`config.mk`:
```
export PLATFORM = sky130hd
export DESIGN_NAME = pie_regs
export DESIGN_NICKNAME = d
export VERILOG_FILES = /design/src/pie_pkg.sv /design/src/pie_sticky_bit.sv /design/src/pie_gate.sv /design/src/pie_regs.sv
export SDC_FILE = /design/constraint.sdc
export NUM_CORES = 1
export LEC_CHECK = 0
export BUFFER_PORTS_ARGS = -buffer_cell sky130_fd_sc_hd__buf_2
export CORE_MARGIN = 5
export CORE_UTILIZATION = 40
export CTS_CLUSTER_DIAMETER = 80
export DETAILED_ROUTE_END_ITERATION = 6
export PLACE_DENSITY = 0.76
export SYNTH_ARGS = -nofsm -noshare
export SYNTH_HDL_FRONTEND = slang
export SYNTH_SLANG_ARGS = --single-unit
```
`constraint.sdc`:
```
create_clock -name i_ref_clk -period 3.9 [get_ports i_ref_clk]
set_clock_uncertainty 0.05 [all_clocks]
set_input_delay 0.78 -clock i_ref_clk [delete_from_list [all_inputs] [get_ports i_ref_clk]]
set_output_delay 0.78 -clock i_ref_clk [all_outputs]
set_load 0.01 [all_outputs]
```
`src/pie_pkg.sv`:
```
// package: register map, enable field layout and reset values of the interrupt enable block
package pie_pkg;
  localparam int unsigned ADDR_W = 12;
  localparam int unsigned DATA_W = 32;
  localparam int unsigned N_EVT  = 7;

  localparam logic [11:0] OFF_ENABLE_DIRECT = 12'h300;
  localparam logic [11:0] OFF_ENABLE_SET    = 12'h304;
  // own registers: event status (write one to clear) and interrupt mask
  localparam logic [11:0] OFF_EVENT_STATUS  = 12'h310;
  localparam logic [11:0] OFF_EVENT_MASK    = 12'h314;

  // field positions inside the 32-bit registers
  localparam int unsigned POS_HALT_DONE    = 1;
  localparam int unsigned POS_SEQ_BEGIN0   = 2;
  localparam int unsigned POS_SEQ_BEGIN1   = 3;
  localparam int unsigned POS_SEQ_FINISH0  = 4;
  localparam int unsigned POS_SEQ_FINISH1  = 5;
  localparam int unsigned POS_PERIOD_END   = 6;
  localparam int unsigned POS_REPEAT_DONE  = 7;
  localparam int unsigned POS_LSB          = POS_HALT_DONE;
  localparam int unsigned POS_MSB          = POS_REPEAT_DONE;

  localparam logic [6:0] RST_ENABLE = 7'h00;
  localparam logic [6:0] RST_STATUS = 7'h00;
  localparam logic [6:0] RST_MASK   = 7'h00;
  localparam logic [31:0] READ_UNMAPPED = 32'h00000000;

  // event vector, bit order matches the register fields from bit 1 upward
  typedef struct packed {
    logic repeat_complete_event;
    logic period_finish_event;
    logic seq1_finish_event;
    logic seq0_finish_event;
    logic seq1_begin_event;
    logic seq0_begin_event;
    logic halt_done_event;
  } pie_event_type;

  typedef struct packed {
    logic [11:0] addr;
    logic [31:0] wdata;
    logic        wr;
    logic        rd;
  } pie_bus_req_type;
endpackage

```
`src/pie_sticky_bit.sv`:
```
// module: one sticky status bit, set by an event and cleared by a written one
module pie_sticky_bit (
  input  wire logic i_ref_clk,
  input  wire logic i_srst,
  input  wire logic i_set,
  input  wire logic i_clr,
  output logic      o_q
);
  // set wins over a clear in the same cycle
  always_ff @(posedge i_ref_clk) begin
    if (i_srst) begin
      o_q <= 1'b0;
    end else if (i_set) begin
      o_q <= 1'b1;
    end else if (i_clr) begin
      o_q <= 1'b0;
    end
  end
endmodule

```
`src/pie_gate.sv`:
```
// module: per-event interrupt gate, an event passes only while its enable is set
module pie_gate (
  input  wire logic i_event,
  input  wire logic i_enable,
  output logic      o_request
);
  // enable of 0 blocks, 1 lets through
  assign o_request = i_event & i_enable;
endmodule

```
`src/pie_regs.sv`:
```
// module: interrupt enable registers with event gating, status, mask and interrupt output
module pie_regs (
  input  wire logic                i_ref_clk,
  input  wire logic                i_srst,
  input  wire logic [11:0]         i_addr,
  input  wire logic [31:0]         i_wdata,
  input  wire logic                i_wr,
  input  wire logic                i_rd,
  output logic      [31:0]         o_rdata,
  input  wire pie_pkg::pie_event_type i_events,
  output pie_pkg::pie_event_type   o_requests,
  output logic      [6:0]          o_enable,
  output logic                     o_irq
);
  logic [6:0]  enable;
  logic [6:0]  next_enable;
  logic [6:0]  mask;
  logic [6:0]  status;
  logic [6:0]  req_vec;
  logic [6:0]  status_clr;
  logic [6:0]  wfield;
  logic [31:0] next_rdata;
  logic        hit_direct;
  logic        hit_set;
  logic        hit_status;
  logic        hit_mask;
  logic        hit_any;

  // address decode and the enable field of the write data
  assign hit_direct = (i_addr == pie_pkg::OFF_ENABLE_DIRECT);
  assign hit_set    = (i_addr == pie_pkg::OFF_ENABLE_SET);
  assign hit_status = (i_addr == pie_pkg::OFF_EVENT_STATUS);
  assign hit_mask   = (i_addr == pie_pkg::OFF_EVENT_MASK);
  assign hit_any    = hit_direct | hit_set | hit_status | hit_mask;
  assign wfield     = i_wdata[pie_pkg::POS_MSB:pie_pkg::POS_LSB];

  // next enable: direct write loads all bits, set write only raises ones
  always_comb begin
    next_enable = enable;
    if (i_wr && hit_direct) begin
      next_enable = wfield;
    end else if (i_wr && hit_set) begin
      next_enable = enable | wfield;
    end
  end

  // shared enable vector behind both registers
  always_ff @(posedge i_ref_clk) begin
    if (i_srst) begin
      enable <= pie_pkg::RST_ENABLE;
    end else begin
      enable <= next_enable;
    end
  end

  // interrupt mask register
  always_ff @(posedge i_ref_clk) begin
    if (i_srst) begin
      mask <= pie_pkg::RST_MASK;
    end else if (i_wr && hit_mask) begin
      mask <= wfield;
    end
  end

  // per-event gating by the enable bits
  genvar g;
  generate
    for (g = 0; g < pie_pkg::N_EVT; g++) begin : g_evt
      pie_gate u_gate (
        .i_event   (i_events[g]),
        .i_enable  (enable[g]),
        .o_request (req_vec[g])
      );
      assign status_clr[g] = i_wr & hit_status & wfield[g];
      pie_sticky_bit u_sticky (
        .i_ref_clk (i_ref_clk),
        .i_srst    (i_srst),
        .i_set     (req_vec[g]),
        .i_clr     (status_clr[g]),
        .o_q       (status[g])
      );
    end
  endgenerate

  assign o_requests = pie_pkg::pie_event_type'(req_vec);
  assign o_enable   = enable;

  // level interrupt while an unmasked status bit is set
  always_ff @(posedge i_ref_clk) begin
    if (i_srst) begin
      o_irq <= 1'b0;
    end else begin
      o_irq <= |(status & mask);
    end
  end

  // read mux, both enable registers return the enable state
  always_comb begin
    next_rdata = pie_pkg::READ_UNMAPPED;
    if (hit_direct || hit_set) begin
      next_rdata[pie_pkg::POS_MSB:pie_pkg::POS_LSB] = enable;
    end else if (hit_status) begin
      next_rdata[pie_pkg::POS_MSB:pie_pkg::POS_LSB] = status;
    end else if (hit_mask) begin
      next_rdata[pie_pkg::POS_MSB:pie_pkg::POS_LSB] = mask;
    end
  end

  // read data valid the cycle after the strobe only
  always_ff @(posedge i_ref_clk) begin
    if (i_srst) begin
      o_rdata <= pie_pkg::READ_UNMAPPED;
    end else if (i_rd) begin
      o_rdata <= next_rdata;
    end else begin
      o_rdata <= pie_pkg::READ_UNMAPPED;
    end
  end

  // exact gating of every event by its own enable bit
  for (genvar k = 0; k < pie_pkg::N_EVT; k++) begin : g_gate_chk

  end

  for (genvar k = 0; k < pie_pkg::N_EVT; k++) begin : g_status_chk

  end
endmodule

```
# After elaboration in Yosys (flattened, before gate mapping)
# Cells that the tools add are included.
# word_totals
register_bits	54
latchBits	0
mem_bits_rw	0
rom_bits	0
in_bits	55
output_inout_bits	47
mem_count	0
# op_classes
n_addsub	0
mul	0
div	0
n_lt_le_gt_ge	0
n_eq_ne	4
n_shift	0
n_mux	19
bitwise	18
n_reduce_logical	14
# ops
op	n
== test 12 x 10 -> 1 bit, second input constant	4
2-to-1 mux 7 bit	5
nonzero test 2 bit	8
bitwise AND 1 bit	15
2-to-1 mux 1 bit	14
bitwise AND 7 bit	1
OR 7 bit	1
OR reduction 7 bit	1
logical AND 1 bit	3
OR reduction 2 bit	1
logical OR 1 bit	1
NOT 1 bit	1

# Depth between registers and ports, before layout
# Gate-level depths: netlist (run 1).
# logic_depth
depth_word	5
mapped_depth	5
ltp_nobuf	4

# By module
# Synthesis (run 1) repeated with hierarchy kept, for this count alone.
# hier_totals
cells_unflattened	153
hier_area_um2	1466.4
# by_module_without_submodules
mod	instances	cells_per_inst	area_each_um2	seq_area_each_um2
pie_regs	1	118	1151.1	440.4
pie_sticky_bit	7	4	38.8	20.0
pie_gate	7	1	6.3	0.0

# Least setup slack after synthesis (run 1)
# No wires, ideal clock.
# synth_timing
path_type	input port to flip-flop
from	input port i_addr[5]
to	register enable[0], in the netlist o_enable[0]
arrival_time_ps	2140
path_slack_ps	1562
path_stages	3
path_buffers	0
cell_sequence	or4_4 nor4_1 o32ai_1
# synth_between
elab_chain_len	3
# synth_rtl
item	line_no	text
start, declared	pie_regs.sv:5	input wire logic [11:0] i_addr,
== test 12 x 10 -> 1 bit, on equally long branches	pie_regs.sv:30, pie_regs.sv:31	
logical AND 1 bit, on equally long branches	pie_regs.sv:40, pie_regs.sv:42	
2-to-1 mux 7 bit or nonzero test 2 bit (tied branches)	--	
end signal, assigned	pie_regs.sv:50	enable <= pie_pkg::RST_ENABLE;
end signal, assigned	pie_regs.sv:52	enable <= next_enable;
end, declared	pie_regs.sv:15	logic [6:0] enable;
# Parallel ways exist; a longest one is shown, timed or not.
# A chain may end at the register's enable or synchronous reset.

# Worst setup path after layout (run 1)
# layout_timing
from	input port i_addr[5]
to	register g_evt[5].u_sticky.o_q
# layout_between
elab_chain_len	4
# layout_rtl
item	line_no	text
== test 12 x 10 -> 1 bit	pie_regs.sv:32	assign hit_status = (i_addr == pie_pkg::OFF_EVENT_STATUS);
bitwise AND 1 bit (2 in series)	pie_regs.sv:74	assign status_clr[g] = i_wr & hit_status & wfield[g];
nonzero test 2 bit (no source line)	--	
end signal, assigned	pie_sticky_bit.sv:12	o_q <= 1'b0;
end signal, assigned	pie_sticky_bit.sv:14	o_q <= 1'b1;
end signal, assigned	pie_sticky_bit.sv:16	o_q <= 1'b0;
end, declared	pie_sticky_bit.sv:7	output logic o_q
# Every way passes these cells.

==> flow_summary.ini, run 1 <==
[sta]
hold_viol = 0
slew_viol_final = 0
setup_viol = 0
holdWs_ns = 0.445
finalSetupTns_ns = 0
slew-limit-headroom = 0.379
worstMarginPinSlew_ns = 0.924
rsz0062_at_grt = no
fmax_mhz = 415
period_needed_ns = 2.41
final.period_utilization = 0.618

[clocking]
root_buffer = clkbuf_8
postCtsResizedCells = 0
postCtsHoldBufs = 0
cts_setup_buffers = 0
worstSkewPairLatency_ns = 0.28
tritoncts = built
cts.clk_slew.worst_paths_ns = 0.06
cts-htree-levels = 2
cts_buffers = 5
cts_num_sinks = 29
clockBufferDepth = 2

[synthesis]
synth_top_area_share = 0.355
syn_area_um2 = 1630
syn_area_per_cell_um2 = 9.50
synth_cell_types = 28
ys_warn_count = 0
ys_seq_area_frac = 0.355
synth_seq_cells = 29
netlist_top_cells_area = dfxtp_1 36%, buf_4 18%, mux2i_1 8.6%
post-synth-top-area-cell = dfxtp_1
synth_cells = 172

[critical_path]
cpLargestDelayFamily = simple AND/OR/NAND/NOR gates
critPathSlowestCell = nor4_2
critical_path_class = in -> reg
path_cells = buf_2, or4_4, nor4_2, a311oi_1
r2r-end = o_irq$_SDFF_PP0_
start_kind = input pin
ff2ff_setup_slack_ns = 2.88
cp_num_buf_inv = 1
r2r-start = g_evt[5].u_sticky.o_q$_SDFFE_PP0P_
worst_setup_path_end_kind = register
crit_required_ns = 3.97
reg2reg_depth = 2
critPathArrivalTime_ns = 2.48
path_max_fanout = 7
slowest_delay_ns = 0.82
cp-startpoint = i_addr[5]

[final_layout]
drive_above_1_share = 0.330
area_growth_pct = 9.95
final_common_cell = buf_2
antenna_cells = 0
fin_nets = 263
final_cell_mix = 51 x buf_2, 29 x dfxtp_1, 25 x conb_1

[grt]
grt_pass1_wl_um = 5350
grt.overflow.total = 0
grt_pass1_vias = 1163
track_usage = 0.133
grt_max_degree = 31
antenna_found_initial = 0

[floorplanning]
die_height_um = 73.9
dieArea_um2 = 5460
start_util = 0.411
io_pins = 102
num_rows = 23
fp.dieW_um = 73.9
coreArea_um2 = 3970

[outcome]
outcome = finished clean

[hold_path]
hold_path_class = reg -> reg
hold_start = mask[3]$_SDFFE_PP0P_
holdPathEnd = mask[3]$_SDFFE_PP0P_
worstHoldPathCells = 2

[drt]
drt-initial-drc-count = 63
antenna_left = 0
route.detailed.drc = 0
num_vias = 1240
dr.pass1.iters = 4
wl_per_cell_um = 13.8
vias_per_cell = 4.79
wl_um = 3580

[power]
powerDensity_nw_per_um2 = 321
peakVddDrop_v = 0.000130
p_leak_nw = 0.868

[place]
io_buffer_count = 51
dp_hpwl_um = 2650
gp_congestion = 0.737

[job]
max_cap_violations = 0
==> kinds of logic (layout without fill, tap and decap cells) <==
| logic type | Yosys count | after routing | synth area share |
|---|---|---|---|
| other | 1 | 25 | 0.00229 |
| flip-flops | 29 | 29 | 0.355 |
| multiplexers | 14 | 14 | 0.0858 |
| buffers and inverters | 61 | 74 | 0.236 |
| AND/OR/NAND/NOR | 42 | 42 | 0.162 |
| AO/OA/AOI/OAI | 25 | 25 | 0.159 |
==> power by group <==
| group | switching (W) | leakage [nW] | internal (W) | total (W) |
|---|---|---|---|---|
| combinational | 0.0000298 | 0.596 | 0.0000177 | 0.0000475 |
| sequential | 0.0000000262 | 0.233 | 0.000296 | 0.000296 |
| clock | 0.000107 | 0.0395 | 0.000126 | 0.000233 |
==> per-layer routing <==
layer,vias up,routed length [µm],global-route usage
met4,0,17,0.0604
met2,42,1790,0.206
met1,580,1480,0.167
met5,-,0,0
li1,612,-,-
met3,6,294,0.0424
==> worst register-to-register path, delay by kind of cell (launching register included) <==
| family | cells | cell delay, ns |
|---|---|---|
| compound gates | 2 | 0.51 |
| flops | 1 | 0.33 |
==> sequential cells by signal, summed over array words and instances, names as in the netlist <==
name	flops
o_rdata	7
g_evt.u_sticky.o_q	7
o_irq	1
mask	7
o_enable	7
==> worst max-delay path by stage <==
stage | endpoint | slack (ns) | depth (start not counted)
after floorplan | o_enable[0]$_SDFFE_PP0P_ | 1.56 | 3
after global placement | g_evt[0].u_sticky.o_q$_SDFFE_PP0P_ | 1.22 | 4
after detailed placement | g_evt[5].u_sticky.o_q$_SDFFE_PP0P_ | 1.17 | 4
after CTS | g_evt[5].u_sticky.o_q$_SDFFE_PP0P_ | 1.49 | 4
after global routing | g_evt[5].u_sticky.o_q$_SDFFE_PP0P_ | 1.38 | 4
final | g_evt[5].u_sticky.o_q$_SDFFE_PP0P_ | 1.49 | 4
==> Yosys cell counts <==
cell and instances:
a221oi_2 7, a222oi_1 1, a22oi_1 2, a311oi_1 7
a31oi_1 1, buf_1 1, buf_2 2, buf_4 39
buf_6 1, clkbuf_1 4, conb_1 1, dfxtp_1 29
inv_1 14, mux2i_1 14, nand2_1 7, nand2b_1 16
nand3_1 1, nand3b_1 1, nand4bb_1 1, nor2_1 7
nor4_1 1, nor4_2 1, nor4_4 1, o32ai_1 7
or2_2 1, or3b_2 1, or4_1 3, or4_4 1
==> per-stage QoR <==
step	power [W]	instances	worst slack, ns	util	area, µm²
after global placement	0.000349	251	1.22	0.432	1720
final	0.000577	259	1.49	0.452	1800
after floorplan	0.000351	196	1.56	-	1720
after detailed placement	0.000349	251	1.17	0.432	1720
after global routing	0.000603	259	1.38	0.452	1800
after CTS	0.000581	259	1.49	0.452	1800
==> layout make-up <==
type	instances	area, µm²
Tap cell	50	62.6
Multi-Input combinational cell	106	758
Inverter	14	52.6
Sequential cell	29	581
Timing Repair Buffer	52	263
Fill cell	410	2170
Clock buffer	8	80.1
Note: power is estimated with default switching activity, not from simulation.
==> run 2: changes to the inputs <==
--- a/config.mk
+++ b/config.mk
@@ -5,12 +5,13 @@
 export SDC_FILE = /design/constraint.sdc
 export NUM_CORES = 1
 export LEC_CHECK = 0
+export ABC_AREA = 1
 export BUFFER_PORTS_ARGS = -buffer_cell sky130_fd_sc_hd__buf_2
 export CORE_MARGIN = 5
 export CORE_UTILIZATION = 40
 export CTS_CLUSTER_DIAMETER = 80
 export DETAILED_ROUTE_END_ITERATION = 6
-export PLACE_DENSITY = 0.76
+export PLACE_DENSITY = 0.73
 export SYNTH_ARGS = -nofsm -noshare
 export SYNTH_HDL_FRONTEND = slang
 export SYNTH_SLANG_ARGS = --single-unit
==> constraint.sdc (replaced) <==
create_clock -name i_ref_clk -period 2.32 [get_ports i_ref_clk]
set_clock_uncertainty 0.05 [all_clocks]
set_input_delay 0.464 -clock i_ref_clk [delete_from_list [all_inputs] [get_ports i_ref_clk]]
set_output_delay 0.464 -clock i_ref_clk [all_outputs]
set_load 0.01 [all_outputs]
==> run 2 against run 1 <==
Largest cell class unchanged. Synthesized cell count increased by 59%. Core utilization increased by 0.73 points. Critical path depth increased by 3. Final cell count increased by 41%. Via count increased by 36%. Critical path type unchanged. Sequential power increased by 68%. Register-to-register slack got worse by 1.4 ns.
==> flow_summary.ini, run 2 <==
[critical_path]
crit_required_ns = 2.42
path_max_fanout = 8
critPathArrivalTime_ns = 1.63
r2r-start = g_evt[2].u_sticky.o_q$_SDFFE_PP0P_
worst_setup_path_end_kind = register
r2r-end = o_irq$_SDFF_PP0_
critical_path_class = in -> reg
ff2ff_setup_slack_ns = 1.50
start_kind = input pin
reg2reg_depth = 4

[drt]
antenna_left = 0
wl_per_cell_um = 12.2
wl_um = 4430
route.detailed.drc = 0
drt-initial-drc-count = 117
vias_per_cell = 4.62
num_vias = 1682
dr.pass1.iters = 4

[clocking]
cts_setup_buffers = 0
cts.clk_slew.worst_paths_ns = 0.06
cts-htree-levels = 2
cts_num_sinks = 29
postCtsResizedCells = 0
tritoncts = built
cts_buffers = 5
root_buffer = clkbuf_8
worstSkewPairLatency_ns = 0.28
postCtsHoldBufs = 0
clockBufferDepth = 2

[floorplanning]
dieArea_um2 = 6090
start_util = 0.419
num_rows = 24
die_height_um = 78.0
fp.dieW_um = 78.0
coreArea_um2 = 4410
io_pins = 102

[sta]
setup_viol = 0
fmax_mhz = 655
slew-limit-headroom = 0.620
period_needed_ns = 1.53
rsz0062_at_grt = no
final.period_utilization = 0.658
slew_viol_final = 0
finalSetupTns_ns = 0
worstMarginPinSlew_ns = 0.567
hold_viol = 0
layout_setup_ws_ns = 0.793

[synthesis]
synth_cell_types = 22
synth_cells = 273
synth_seq_cells = 29
ys_seq_area_frac = 0.314
synth_common_cells = 72 x nand2_1, 40 x buf_4, 35 x nor2_1
ys_warn_count = 0
synth_edf_count = 0
async_flop_share = 0
synth_top_area_share = 0.314
yosysMostFrequentCell = nand2_1
netlist_top_cells_area = dfxtp_1 31%, buf_4 16%, nand2_1 15%
syn_area_per_cell_um2 = 6.78
ys.flop_type = dfxtp_1
post-synth-top-area-cell = dfxtp_1
syn_area_um2 = 1850

[grt]
grt_max_degree = 18
grt.overflow.total = 0
antenna_found_initial = 0
track_usage = 0.154
grt_pass1_vias = 1656
grt_pass1_wl_um = 7640

[place]
place_area_um2 = 1940
gp_congestion = 0.893
pre_cts_ws_ns = 0.515
dp_hpwl_um = 3380
io_buffer_count = 51

[hold_path]
holdPathEnd = mask[4]$_SDFFE_PP0P_
worstHoldPathCells = 3
hold_path_class = in -> reg
hold_start = i_wdata[5]

[power]
p_total_w = 0.00101
p_leak_nw = 1.09
peakVddDrop_v = 0.000283
powerDensity_nw_per_um2 = 496

[final_layout]
fillerInstances = 480
area_growth_pct = 9.67
multi_input_area_um2 = 918
fin_nets = 367
seq_area_um2 = 581
final_cell_mix = 72 x nand2_1, 51 x buf_2, 35 x nor2_1
final_util = 0.460
antenna_cells = 0
drive_above_1_share = 0.250
stdcell_area_um2 = 2030
final_common_cell = nand2_1

[outcome]
outcome = finished clean

[job]
max_cap_violations = 0
[run 2: changes by cell type after synthesis, moves of 7 or more]
cell,previous run,this run
nand2_1,7,72
a21oi_1,0,14
mux2i_1,14,0
nand4_1,0,7
o32ai_1,7,0
nand3_1,1,16
nor2_2,0,8
nand2b_1,16,0
inv_1,14,27
a221oi_2,7,0
nor2_1,7,35
a311oi_1,7,0
[run 2: metal layers]
layer	track usage	vias to the layer above	part of all wire	wire length, µm
met3	0.0584	13	0.10	443
met2	0.243	82	0.46	2020
met4	0.0541	0	0.028	125
met5	0	-	0	0
met1	0.193	729	0.41	1840
li1	-	858	-	-
[run 2: cell families after synthesis]
family	share of synthesized area
AOI/OAI and AO/OA	0.0412
buffers and inverters	0.239
other	0.00203
and+or+nand+nor	0.404
DFF	0.314
[run 2: where the power goes]
group	total (W)	leakage, nW	internal, W	switching [W]
clock network	0.000415	0.0443	0.000235	0.000181
registers	0.000498	0.233	0.000498	0.0000000574
logic	0.0000937	0.813	0.0000272	0.0000665
total	0.00101	1.09	0.000760	0.000247
[run 2: worst max-delay path: stages]
cell and delay [ns]:
buf_2 0.10, inv_1 0.07, nand3_2 0.11, nor3_4 0.35, nand2_1 0.31, nand2_1 0.14
a21oi_1 0.08
[run 2: stage by stage]
step                      hold slack (ns)  instances
after floorplan                     0.403        297
after global placement              0.420        357
after detailed placement            0.428        357
after CTS                           0.399        364
after global routing                0.402        364
final                               0.406        364
[run 2: worst max path at each step]
stage	from	to	slack, ns	cells past startpoint
floorplan	i_wr	o_enable[2]$_SDFFE_PP0P_	0.90	6
global placement	i_addr[5]	o_enable[5]$_SDFFE_PP0P_	0.57	7
finish	i_addr[6]	o_enable[0]$_SDFFE_PP0P_	0.79	7
detailed placement	i_addr[6]	o_enable[5]$_SDFFE_PP0P_	0.52	7
CTS	i_addr[6]	o_enable[5]$_SDFFE_PP0P_	0.81	7
global route	i_addr[7]	o_enable[0]$_SDFFE_PP0P_	0.66	7
[run 2: layout make-up]
type	count	share of cell area
timing repair buffer	54	0.137
sequential	29	0.286
clock buffer	7	0.0425
inverter	27	0.0499
tap	52	0.0321
multi-input combinational	195	0.453
